==> src/hw/pta_defines.svh <==
// register offsets, field positions, reset values and codes of the position tracker
`ifndef PTA_DEFINES_SVH
`define PTA_DEFINES_SVH
`define PTA_OFF_ENC_TYPE 8'h00
`define PTA_OFF_MODE 8'h04
`define PTA_OFF_CTRL 8'h08
`define PTA_OFF_STAT 8'h0c
`define PTA_OFF_MASK 8'h10
`define PTA_OFF_SINGLE 8'h14
`define PTA_OFF_TURNS 8'h18
`define PTA_OFF_ZERO_LO 8'h1c
`define PTA_OFF_ZERO_HI 8'h20
`define PTA_OFF_MECH_LO 8'h24
`define PTA_OFF_MECH_HI 8'h28
`define PTA_OFF_HOME_ST 8'h2c
`define PTA_OFF_TARGET 8'h30
`define PTA_OFF_TGT_ENC 8'h34
`define PTA_CTRL_HOME 0
`define PTA_CTRL_FCLR 1
`define PTA_ST_OVF 0
`define PTA_ST_BLOST 1
`define PTA_ST_BLOW 2
`define PTA_ENC_TYPE_RST 16'h0000
`define PTA_MODE_RST 1'b0
`define PTA_TYPE_24BIT 16'h0002
`define PTA_TURN_LIMIT 16'h8000
`define PTA_RES_LO 17
`define PTA_RES_HI 24
`define PTA_RESP_OKAY 2'b00
`define PTA_RESP_SLVERR 2'b10
`endif

==> src/hw/pta_pkg.sv <==
// types of the absolute encoder position tracker
package pta_pkg;
  typedef logic [47:0] pta_pos_t;
  typedef enum logic [0:0] {
    PTA_MODE_INCR = 1'b0,
    PTA_MODE_ABS = 1'b1
  } pta_mode_e;
  typedef struct packed {
    logic aw_held;
    logic [7:0] awaddr;
    logic w_held;
    logic [31:0] wdata;
    logic [3:0] wstrb;
    logic bvalid;
    logic [1:0] bresp;
    logic rvalid;
    logic [31:0] rdata;
    logic [1:0] rresp;
    logic [15:0] enc_type;
    pta_mode_e mode;
    logic [2:0] stat;
    logic [2:0] mask;
    logic [23:0] single;
    logic [15:0] raw_turns;
    logic [15:0] turn_base;
    logic base_taken;
    pta_pos_t zero_base;
    pta_pos_t zero_off;
    pta_pos_t mech;
    logic homed;
    logic [31:0] target;
    pta_pos_t tgt_enc;
    logic [2:0] bok_sync;
    logic [2:0] blow_sync;
    logic bok_lvl;
    logic blow_lvl;
  } pta_state_s;
endpackage : pta_pkg

==> src/hw/pta_tracker.sv <==
// absolute encoder position tracker with axi4-lite register slave
//
// Summary of operation
// - keep signed 16-bit revolution count
// - single-turn resolution 17 or 24 bits
// - mode register picks incremental or absolute use
// - incremental use: no turn retention, home each power-up
// - absolute use: turns retained, one homing suffices
// - absolute use: beyond 32767 turns raises overflow
// - absolute use: first battery power reports battery lost
// - homing records zero offset, mech = enc - offset
// - incremental encoder homing clears encoder position
// - position targets are mechanical user units
// - low battery voltage reports battery low fault
//
// Decided for this implementation: the placing of the registers and the AXI4-Lite interface to the registers.
`timescale 1ns/10ps
`include "pta_defines.svh"

module pta_tracker (
  input wire logic aclk,
  input wire logic aresetn,
  input wire logic [7:0] s_axi_awaddr,
  input wire logic s_axi_awvalid,
  output logic s_axi_awready,
  input wire logic [31:0] s_axi_wdata,
  input wire logic [3:0] s_axi_wstrb,
  input wire logic s_axi_wvalid,
  output logic s_axi_wready,
  output logic [1:0] s_axi_bresp,
  output logic s_axi_bvalid,
  input wire logic s_axi_bready,
  input wire logic [7:0] s_axi_araddr,
  input wire logic s_axi_arvalid,
  output logic s_axi_arready,
  output logic [31:0] s_axi_rdata,
  output logic [1:0] s_axi_rresp,
  output logic s_axi_rvalid,
  input wire logic s_axi_rready,
  input wire logic enc_valid,
  input wire logic [23:0] enc_single_turn,
  input wire logic [15:0] enc_multi_turn,
  input wire logic batt_ok_pin,
  input wire logic batt_low_pin,
  output logic [47:0] mech_pos,
  output logic [47:0] target_enc_pos,
  output logic homing_required,
  output logic irq
);

  pta_pkg::pta_state_s q, d;

  // byte-lane merge of a write into a register word
  function automatic logic [31:0] lane_merge(input logic [31:0] old, input logic [31:0] nw,
                                             input logic [3:0] strb);
    logic [31:0] r;
    r = old;
    for (int i = 0; i < 4; i++) begin
      if (strb[i]) begin
        r[i*8 +: 8] = nw[i*8 +: 8];
      end
    end
    return r;
  endfunction : lane_merge

  // turns and angle joined into one position count
  function automatic pta_pkg::pta_pos_t join_pos(input logic [15:0] turns,
                                                  input logic [23:0] angle,
                                                  input logic res24);
    pta_pkg::pta_pos_t t;
    t = {{32{turns[15]}}, turns};
    if (res24) begin
      return (t <<< `PTA_RES_HI) + {24'h000000, angle};
    end
    return (t <<< `PTA_RES_LO) + {31'h00000000, angle[16:0]};
  endfunction : join_pos

  // incremental types are the abz, line-saving and rotary-to-incremental codes
  function automatic logic is_incr_type(input logic [15:0] t);
    return (t == 16'h0000) || (t == 16'h0004) || (t == 16'h0005) || (t == 16'h0009);
  endfunction : is_incr_type

  logic res24;
  logic [15:0] turns;
  pta_pkg::pta_pos_t raw_pos, enc_pos;
  logic wr_go, home_cmd, fclr_cmd, bok_rise;
  logic [2:0] ev;
  logic [31:0] wmerged;

  assign res24 = (q.enc_type == `PTA_TYPE_24BIT);
  // incremental use counts turns only from the first sample after reset
  assign turns = (q.mode == pta_pkg::PTA_MODE_ABS) ? q.raw_turns
                                                   : q.raw_turns - q.turn_base;
  assign raw_pos = join_pos(turns, q.single, res24);
  assign enc_pos = raw_pos - q.zero_base;
  assign wr_go = q.aw_held && q.w_held && !q.bvalid;
  assign wmerged = lane_merge(32'h00000000, q.wdata, q.wstrb);
  assign home_cmd = wr_go && (q.awaddr == `PTA_OFF_CTRL) && wmerged[`PTA_CTRL_HOME];
  assign fclr_cmd = wr_go && (q.awaddr == `PTA_OFF_CTRL) && wmerged[`PTA_CTRL_FCLR];
  // second and third stage agree before a battery change counts
  assign bok_rise = (q.bok_sync[1] == q.bok_sync[2]) && q.bok_sync[2] && !q.bok_lvl;

  always_comb begin
    ev = 3'h0;
    if (q.mode == pta_pkg::PTA_MODE_ABS) begin
      ev[`PTA_ST_OVF] = enc_valid && (enc_multi_turn == `PTA_TURN_LIMIT);
      ev[`PTA_ST_BLOST] = bok_rise;
    end
    ev[`PTA_ST_BLOW] = q.blow_lvl;
  end

  always_comb begin
    d = q;
    d.bok_sync = {q.bok_sync[1:0], batt_ok_pin};
    d.blow_sync = {q.blow_sync[1:0], batt_low_pin};
    if (q.bok_sync[1] == q.bok_sync[2]) begin
      d.bok_lvl = q.bok_sync[2];
    end
    if (q.blow_sync[1] == q.blow_sync[2]) begin
      d.blow_lvl = q.blow_sync[2];
    end
    if (enc_valid) begin
      d.single = enc_single_turn;
      d.raw_turns = enc_multi_turn;
      if (!q.base_taken) begin
        d.turn_base = enc_multi_turn;
        d.base_taken = 1'b1;
      end
    end
    // axi write address and data are taken in either order
    if (s_axi_awvalid && s_axi_awready) begin
      d.aw_held = 1'b1;
      d.awaddr = {s_axi_awaddr[7:2], 2'b00};
    end
    if (s_axi_wvalid && s_axi_wready) begin
      d.w_held = 1'b1;
      d.wdata = s_axi_wdata;
      d.wstrb = s_axi_wstrb;
    end
    if (q.bvalid && s_axi_bready) begin
      d.bvalid = 1'b0;
    end
    if (q.rvalid && s_axi_rready) begin
      d.rvalid = 1'b0;
    end
    if (wr_go) begin
      d.aw_held = 1'b0;
      d.w_held = 1'b0;
      d.bvalid = 1'b1;
      d.bresp = `PTA_RESP_OKAY;
      unique case (q.awaddr)
        `PTA_OFF_ENC_TYPE: begin
          d.enc_type = 16'(lane_merge({16'h0000, q.enc_type}, q.wdata, q.wstrb));
        end
        `PTA_OFF_MODE: begin
          if (q.wstrb[0]) begin
            d.mode = pta_pkg::pta_mode_e'(q.wdata[0]);
          end
        end
        `PTA_OFF_CTRL: begin
        end
        `PTA_OFF_STAT: begin
          d.stat = q.stat & ~wmerged[2:0];
        end
        `PTA_OFF_MASK: begin
          d.mask = 3'(lane_merge({29'h0, q.mask}, q.wdata, q.wstrb));
        end
        // software restores a saved offset in absolute use after power-up
        `PTA_OFF_ZERO_LO: begin
          d.zero_off[31:0] = lane_merge(q.zero_off[31:0], q.wdata, q.wstrb);
        end
        `PTA_OFF_ZERO_HI: begin
          d.zero_off[47:32] = 16'(lane_merge({16'h0, q.zero_off[47:32]}, q.wdata, q.wstrb));
          d.homed = 1'b1;
        end
        `PTA_OFF_TARGET: begin
          d.target = lane_merge(q.target, q.wdata, q.wstrb);
        end
        `PTA_OFF_SINGLE, `PTA_OFF_TURNS, `PTA_OFF_MECH_LO, `PTA_OFF_MECH_HI,
        `PTA_OFF_HOME_ST, `PTA_OFF_TGT_ENC: begin
        end
        default: begin
          d.bresp = `PTA_RESP_SLVERR;
        end
      endcase
    end
    if (home_cmd) begin
      d.homed = 1'b1;
      if (is_incr_type(q.enc_type)) begin
        d.zero_base = raw_pos;
        d.zero_off = 48'h000000000000;
      end else begin
        d.zero_off = enc_pos;
      end
    end
    if (fclr_cmd) begin
      d.stat = 3'h0;
    end
    // a fault arriving with its clear stays set
    d.stat = d.stat | ev;
    d.mech = enc_pos - q.zero_off;
    d.tgt_enc = {{16{q.target[31]}}, q.target} + q.zero_off + q.zero_base;
    if (s_axi_arvalid && s_axi_arready) begin
      d.rvalid = 1'b1;
      d.rresp = `PTA_RESP_OKAY;
      unique case ({s_axi_araddr[7:2], 2'b00})
        `PTA_OFF_ENC_TYPE: d.rdata = {16'h0000, q.enc_type};
        `PTA_OFF_MODE: d.rdata = {31'h0, q.mode};
        `PTA_OFF_CTRL: d.rdata = 32'h00000000;
        `PTA_OFF_STAT: d.rdata = {29'h0, q.stat};
        `PTA_OFF_MASK: d.rdata = {29'h0, q.mask};
        `PTA_OFF_SINGLE: d.rdata = res24 ? {8'h00, q.single} : {15'h0000, q.single[16:0]};
        `PTA_OFF_TURNS: d.rdata = {{16{turns[15]}}, turns};
        `PTA_OFF_ZERO_LO: d.rdata = q.zero_off[31:0];
        `PTA_OFF_ZERO_HI: d.rdata = {{16{q.zero_off[47]}}, q.zero_off[47:32]};
        `PTA_OFF_MECH_LO: d.rdata = q.mech[31:0];
        `PTA_OFF_MECH_HI: d.rdata = {{16{q.mech[47]}}, q.mech[47:32]};
        `PTA_OFF_HOME_ST: d.rdata = {30'h0, homing_required, q.homed};
        `PTA_OFF_TARGET: d.rdata = q.target;
        `PTA_OFF_TGT_ENC: d.rdata = q.tgt_enc[31:0];
        default: begin
          d.rdata = 32'h00000000;
          d.rresp = `PTA_RESP_SLVERR;
        end
      endcase
    end
  end

  always_ff @(posedge aclk) begin
    if (!aresetn) begin
      q <= '0;
      q.enc_type <= `PTA_ENC_TYPE_RST;
      q.mode <= pta_pkg::pta_mode_e'(`PTA_MODE_RST);
    end else begin
      q <= d;
    end
  end

  // a single outstanding response each way keeps ordering trivial
  assign s_axi_awready = !q.aw_held && !q.bvalid;
  assign s_axi_wready = !q.w_held && !q.bvalid;
  assign s_axi_bvalid = q.bvalid;
  assign s_axi_bresp = q.bresp;
  assign s_axi_arready = !q.rvalid;
  assign s_axi_rvalid = q.rvalid;
  assign s_axi_rdata = q.rdata;
  assign s_axi_rresp = q.rresp;
  assign mech_pos = q.mech;
  assign target_enc_pos = q.tgt_enc;
  // absolute use loses its homing only when the battery was lost
  assign homing_required = (q.mode == pta_pkg::PTA_MODE_INCR) ? !q.homed
                           : (!q.homed || q.stat[`PTA_ST_BLOST]);
  assign irq = |(q.stat & q.mask);
endmodule : pta_tracker

==> config.mk <==
export PLATFORM = sky130hd
export DESIGN_NAME = pta_tracker
export DESIGN_NICKNAME = d
export VERILOG_FILES = /design/src/hw/pta_pkg.sv /design/src/hw/pta_tracker.sv
export VERILOG_INCLUDE_DIRS = /design/src /design/src/hw
export SDC_FILE = /design/constraint.sdc
export NUM_CORES = 1
export LEC_CHECK = 0
export BUFFER_PORTS_ARGS = -buffer_cell sky130_fd_sc_hd__buf_2
export CAP_MARGIN = 20
export CORE_ASPECT_RATIO = 1.4
export CORE_UTILIZATION = 45
export CTS_BUF_LIST = sky130_fd_sc_hd__clkbuf_16
export CTS_CLUSTER_SIZE = 20
export DETAILED_ROUTE_END_ITERATION = 8
export PLACE_DENSITY = 0.71
export SLEW_MARGIN = 20
export SYNTH_ARGS = -nofsm -noshare
export SYNTH_HDL_FRONTEND = slang
export SYNTH_SLANG_ARGS = --single-unit
==> constraint.sdc <==
create_clock -name aclk -period 13.6 [get_ports aclk]
set_clock_uncertainty 0.05 [all_clocks]
set_input_delay 1.36 -clock aclk [delete_from_list [all_inputs] [get_ports aclk]]
set_output_delay 1.36 -clock aclk [all_outputs]
set_load 0.05 [all_outputs]
Word-level counts from Yosys, hierarchy flattened
Index checks and enable logic that the tools add are counted.
{"block": "word_totals", "regBits": 395, "input_bits": 102, "word_cells": 178}
{"block": "classes", "add_sub_neg": 7, "n_eq_ne": 33, "n_mux": 37, "bitwise": 6, "reduce_logical": 58}
{"op": "one-hot mux 32 bit (13 select lines)", "n": 1}
{"op": "two-way mux 48 bit", "n": 5}
{"op": "adder 48 bit", "n": 2}
{"op": "subtractor 48 bit", "n": 2}
{"op": "equality test 6 x 4 -> 1 bit (second input constant)", "n": 12}
{"op": "two-way mux 32 bit", "n": 2}
{"op": "two-way mux 8 bit", "n": 8}
{"op": "equality test 6 x 3 -> 1 bit (second input constant)", "n": 8}
{"op": "AND reduction 3 bit", "n": 14}
{"op": "adder 40 x 25 -> 41 bit", "n": 1}
{"op": "two-way mux 35 bit", "n": 1}
{"op": "adder 33 x 18 -> 34 bit", "n": 1}
{"op": "two-way mux 33 bit", "n": 1}
{"op": "equality test 16 x 3 -> 1 bit (second input constant)", "n": 2}
{"op": "two-way mux 16 bit", "n": 2}
{"op": "OR reduction 14 bit", "n": 2}
{"op": "equality test 6 x 2 -> 1 bit (second input constant)", "n": 4}
{"op": "two-way mux 24 bit", "n": 1}
{"op": "two-way mux 3 bit", "n": 6}
{"op": "nonzero test 2 bit", "n": 9}
{"op": "equality test 16 bit (second input constant)", "n": 1}
{"op": "equality test 16 x 2 -> 1 bit (second input constant)", "n": 1}
{"op": "equality test 16 x 4 -> 1 bit (second input constant)", "n": 1}
{"op": "logical NOT 16 bit", "n": 1}
{"op": "18 further kinds", "n": 53}

Longest topological paths before layout
{"block": "logic_depth", "ltp_word": 8, "depth_mapped": 34, "ltp_nobuf": 34}

Worst setup path after synthesis
OpenSTA, ideal clock, no wires.
{"block": "synth_path", "path_type": "register to register", "from": "register q[250] (netlist name)", "to": "register q, in the netlist mech_pos[46]", "setup_time_ns": 0.128, "arrival_time_ns": 6.057, "slack_ns": 7.365, "path_stages_with_launch": 34, "path_buffers": 0, "synth_period_minus_slack_ns": 6.235, "cell_sequence": "dfxtp_1 -> inv_1 -> ha_1 -> inv_1 -> fa_1 -> a21o_1 -> a21oi_1 -> o21bai_1 -> a2111oi_2 -> nor3_1 -> o41a_1 -> nor3_1 -> a21oi_1 -> nor3_1 -> nor2_1 -> ha_1 -> nor2b_1 -> o21ai_0 -> a211o_1 -> o21a_1 -> a21oi_1 -> nor2b_1 -> xnor2_1 -> ha_1 -> a21o_1 -> a21o_1 -> a21o_1 -> a21o_1 -> a21o_1 -> a21o_1 -> a21oi_1 -> o31ai_2 -> xnor2_1 -> nor2_1"}
{"block": "synth_via", "elab_chain_len": 7, "word_cells_on_any_way": 8}
{"item": "start, declared", "line_no": "pta_tracker.sv:51", "source": "pta_pkg::pta_state_s q, d;"}
{"item": "subtractor 16 bit", "line_no": "pta_tracker.sv:93", "source": ": q.raw_turns - q.turn_base;"}
{"item": "two-way mux 16 bit *", "line_no": "pta_tracker.sv:92", "source": "assign turns = (q.mode == pta_pkg::PTA_MODE_ABS) ? q.raw_turns"}
{"item": "adder 40 x 25 -> 41 bit", "line_no": "pta_tracker.sv:73", "source": "return (t <<< `PTA_RES_HI) + {24'h000000, angle};"}
{"item": "two-way mux 48 bit", "line_no": "pta_tracker.sv:72", "source": "if (res24) begin"}
{"item": "two-way mux 48 bit *", "line_no": "pta_tracker.sv:75", "source": "return (t <<< `PTA_RES_LO) + {31'h00000000, angle[16:0]};"}
{"item": "named net raw_pos[31]", "line_no": "pta_tracker.sv:85", "source": "pta_pkg::pta_pos_t raw_pos, enc_pos;"}
{"item": "subtractor 48 bit *", "line_no": "pta_tracker.sv:95", "source": "assign enc_pos = raw_pos - q.zero_base;"}
{"item": "subtractor 48 bit *", "line_no": "pta_tracker.sv:201", "source": "d.mech = enc_pos - q.zero_off;"}
Mark *: on every way through the listed nets, which the timed path passes. The rest lies on a longest branch. The select of a mux whose other input is x is not followed.
A chain may end at the register's enable or synchronous reset.

Final worst setup path
Ends and elaborated chain as after synthesis.

==> flow_summary.json <==
{
  "drive_gt1_share_pct": 12.1,
  "synth_area_leader_cell": "dfxtp_1",
  "synth_seq_cells": 385,
  "numClockSinks": 385,
  "hp-start": "d[6]$_SDFF_PN0_",
  "maxCapViolCount": 0,
  "cts_hold_repair.buffers": 0,
  "post-dp-hpwl_um": 68500,
  "hold_path.class": "reg -> reg",
  "postRouteAntennaNets": 0,
  "grt_first_pass_wirelength_um": 132000,
  "cts_resized": 0,
  "netlist.area_leader.share_pct": 31.3,
  "portBuffers": 234,
  "dp_slack_ps": 6210,
  "whs_ps": 384,
  "startpoint_type": "flop",
  "area_growth_pct": 8.90,
  "fin_crit_ps": 7560,
  "cp_slowest_cell": "a2111oi_2",
  "core-area_mm2": 0.0541,
  "syn_inst": 3059,
  "syn_area_mm2": 0.0246,
  "grt_max_degree": 84,
  "dp_cells": 3761,
  "grt_setup_unrepaired": "false",
  "grt_pass1_vias": 21600,
  "initial_utilization_pct": 45.5,
  "synthFlopType": "dfxtp_1",
  "cts_buffers": 44,
  "fin_util_pct": 49.6,
  "startpoint": "q[250]$_SDFFE_PN0P_",
  "slew_headroom_pct": 27.2,
  "r2r-start": "q[250]$_SDFFE_PN0P_",
  "yosys_warnings": 0,
  "nFillCells": 5481,
  "setup-tns-final_ps": 0,
  "num_vias": 22900,
  "ctsRootBufferMaster": "clkbuf_16",
  "io_pins": 241,
  "dr.pass1.iters": 6,
  "antenna_found_initial": 2,
  "crit_required_ps": 14010,
  "critPathKind": "reg -> reg",
  "htree_levels": 2,
  "synthArstFlopShare_pct": 0,
  "cpMostUsedCell": "a21o_1",
  "grt_overflow": 0,
  "synth.distinct_cells": 90,
  "outcome": "finished clean",
  "fin_crit_sh_pct": 55.6,
  "synth.avg_cell_area_um2": 8.05,
  "clock_latency_ps": 610,
  "seq_area_frac_synth_pct": 31.3,
  "cts_setup_buffers": 0,
  "cp.arrival_ps": 7980,
  "tightest_slew_ps": 1060,
  "gp_congestion": 1.00,
  "drt-initial-drc-count": 1891,
  "wl_per_cell_um": 23.5,
  "layout_commonest_cell": "dfxtp_1",
  "endpoint_kind": "flop",
  "rows": 101,
  "die_h_um": 279,
  "synth_area_leaders": "dfxtp_1, ha_1, a21oi_1",
  "fin_area_mm2": 0.0268,
  "dieArea_mm2": 0.0556,
  "routed_wl_um": 90000,
  "fmax_mhz": 132,
  "powerDensity_mw_per_mm2": 158,
  "dpl_cell_area_mm2": 0.0254,
  "die_x_um": 200,
  "vdd_ir_drop_max_mv": 0.103,
  "grt_usage_pct": 31.8,
  "path_max_fanout": 7,
  "final_cells": 3836,
  "fin_nets": 3389,
  "clockBufferDepth": 3,
  "viasPerCell": 5.97,
  "layout_common_cells": "dfxtp_1, nand2_1, nor2_1, a21oi_1, buf_2",
  "crit_path_max_incr_delay_ps": 610,
  "drc": 0,
  "setup-violations-final": 0,
  "cts_tree": "yes",
  "finalHoldViolCount": 0,
  "fin_ws_ps": 6040,
  "p_total_mw": 4.23,
  "drv_slew": 0,
  "clkTransAtPathRegs_ps": 60,
  "leakage_nw": 11.2,
  "synth_edf_count": 0,
  "num_antenna_cells": 0
}
[cell usage after synthesis, drive strengths merged (11+ instances only)]
master / instances
dfxtp: 385
nand2: 374
nor2: 312
a21oi: 281
buf: 152
inv: 151
ha: 150
o21ai: 143
clkbuf: 131
mux2i: 85
a21o: 70
nand3: 68
xnor2: 60
xor2: 60
fa: 51
a31oi: 47
nor3: 45
a211oi: 36
a22oi: 35
nand4: 31
nand2b: 28
o21a: 28
nor2b: 23
and2: 22
a222oi: 20
a221oi: 19
a21boi: 18
nor4: 18
o21bai: 18
o211ai: 15
o31ai: 13
a22o: 12
a221o: 11
and3: 11
[flip-flops by register name (all words and copies together) (netlist names)]
register,cells
q,248
mech_pos,48
target_enc_pos,48
s_axi_rdata,32
d,4
ev,1
s_axi_bresp,1
s_axi_bvalid,1
s_axi_rresp,1
s_axi_rvalid,1
[per-layer routing]
layer  global-route usage (%)  part of all wire, %
met4                     22.5                  8.0
met1                     36.3                   37
met2                     53.0                   47
met5                        0                    0
met3                     5.82                  7.4
[where the power goes]
part	total (mW)	switching, mW	internal, mW
Combinational	1.72	1.12	0.598
Sequential	1.32	0.111	1.21
Clock	1.20	0.519	0.676
[logic make-up after synthesis]
group	synth area share (%)
buf+inv	8.66
other cells	0.0152
flops	31.3
simple gates	17.8
fa+ha+maj	11.8
mux	3.64
xor+xnor	4.27
compound gates	22.5
[critical path: cells and delay by family, from the launching register on]
kind / cells / cell delay, ps
adders and majority gates: 4 / 1340
xor gates and xnor gates: 3 / 840
and+or+nand+nor: 4 / 710
AOI/OAI and AO/OA: 20 / 4030
DFF: 1 / 310
buffers and inverters: 2 / 130
[worst paths after layout]
check	end	slack, ps	depth (start not counted)
worst min-delay path	d[7]$_SDFF_PN0_	380	1
worst max register to register	mech_pos[46]$_SDFF_PN0_	6040	33
worst min register to register	d[7]$_SDFF_PN0_	380	1
worst max-delay path	mech_pos[46]$_SDFF_PN0_	6040	33
[area by class of cell]
cell class / count / area [µm²] / area share, %
tap: 721 / 902 / 3.37
timing repair buffer: 263 / 1390 / 5.18
clock inverter: 30 / 268 / 0.999
clock buffer: 45 / 1130 / 4.20
inverter: 151 / 574 / 2.14
multi-input combinational: 2241 / 14800 / 55.4
sequential: 385 / 7710 / 28.8
No activity file was read; power rests on OpenSTA's default activity.
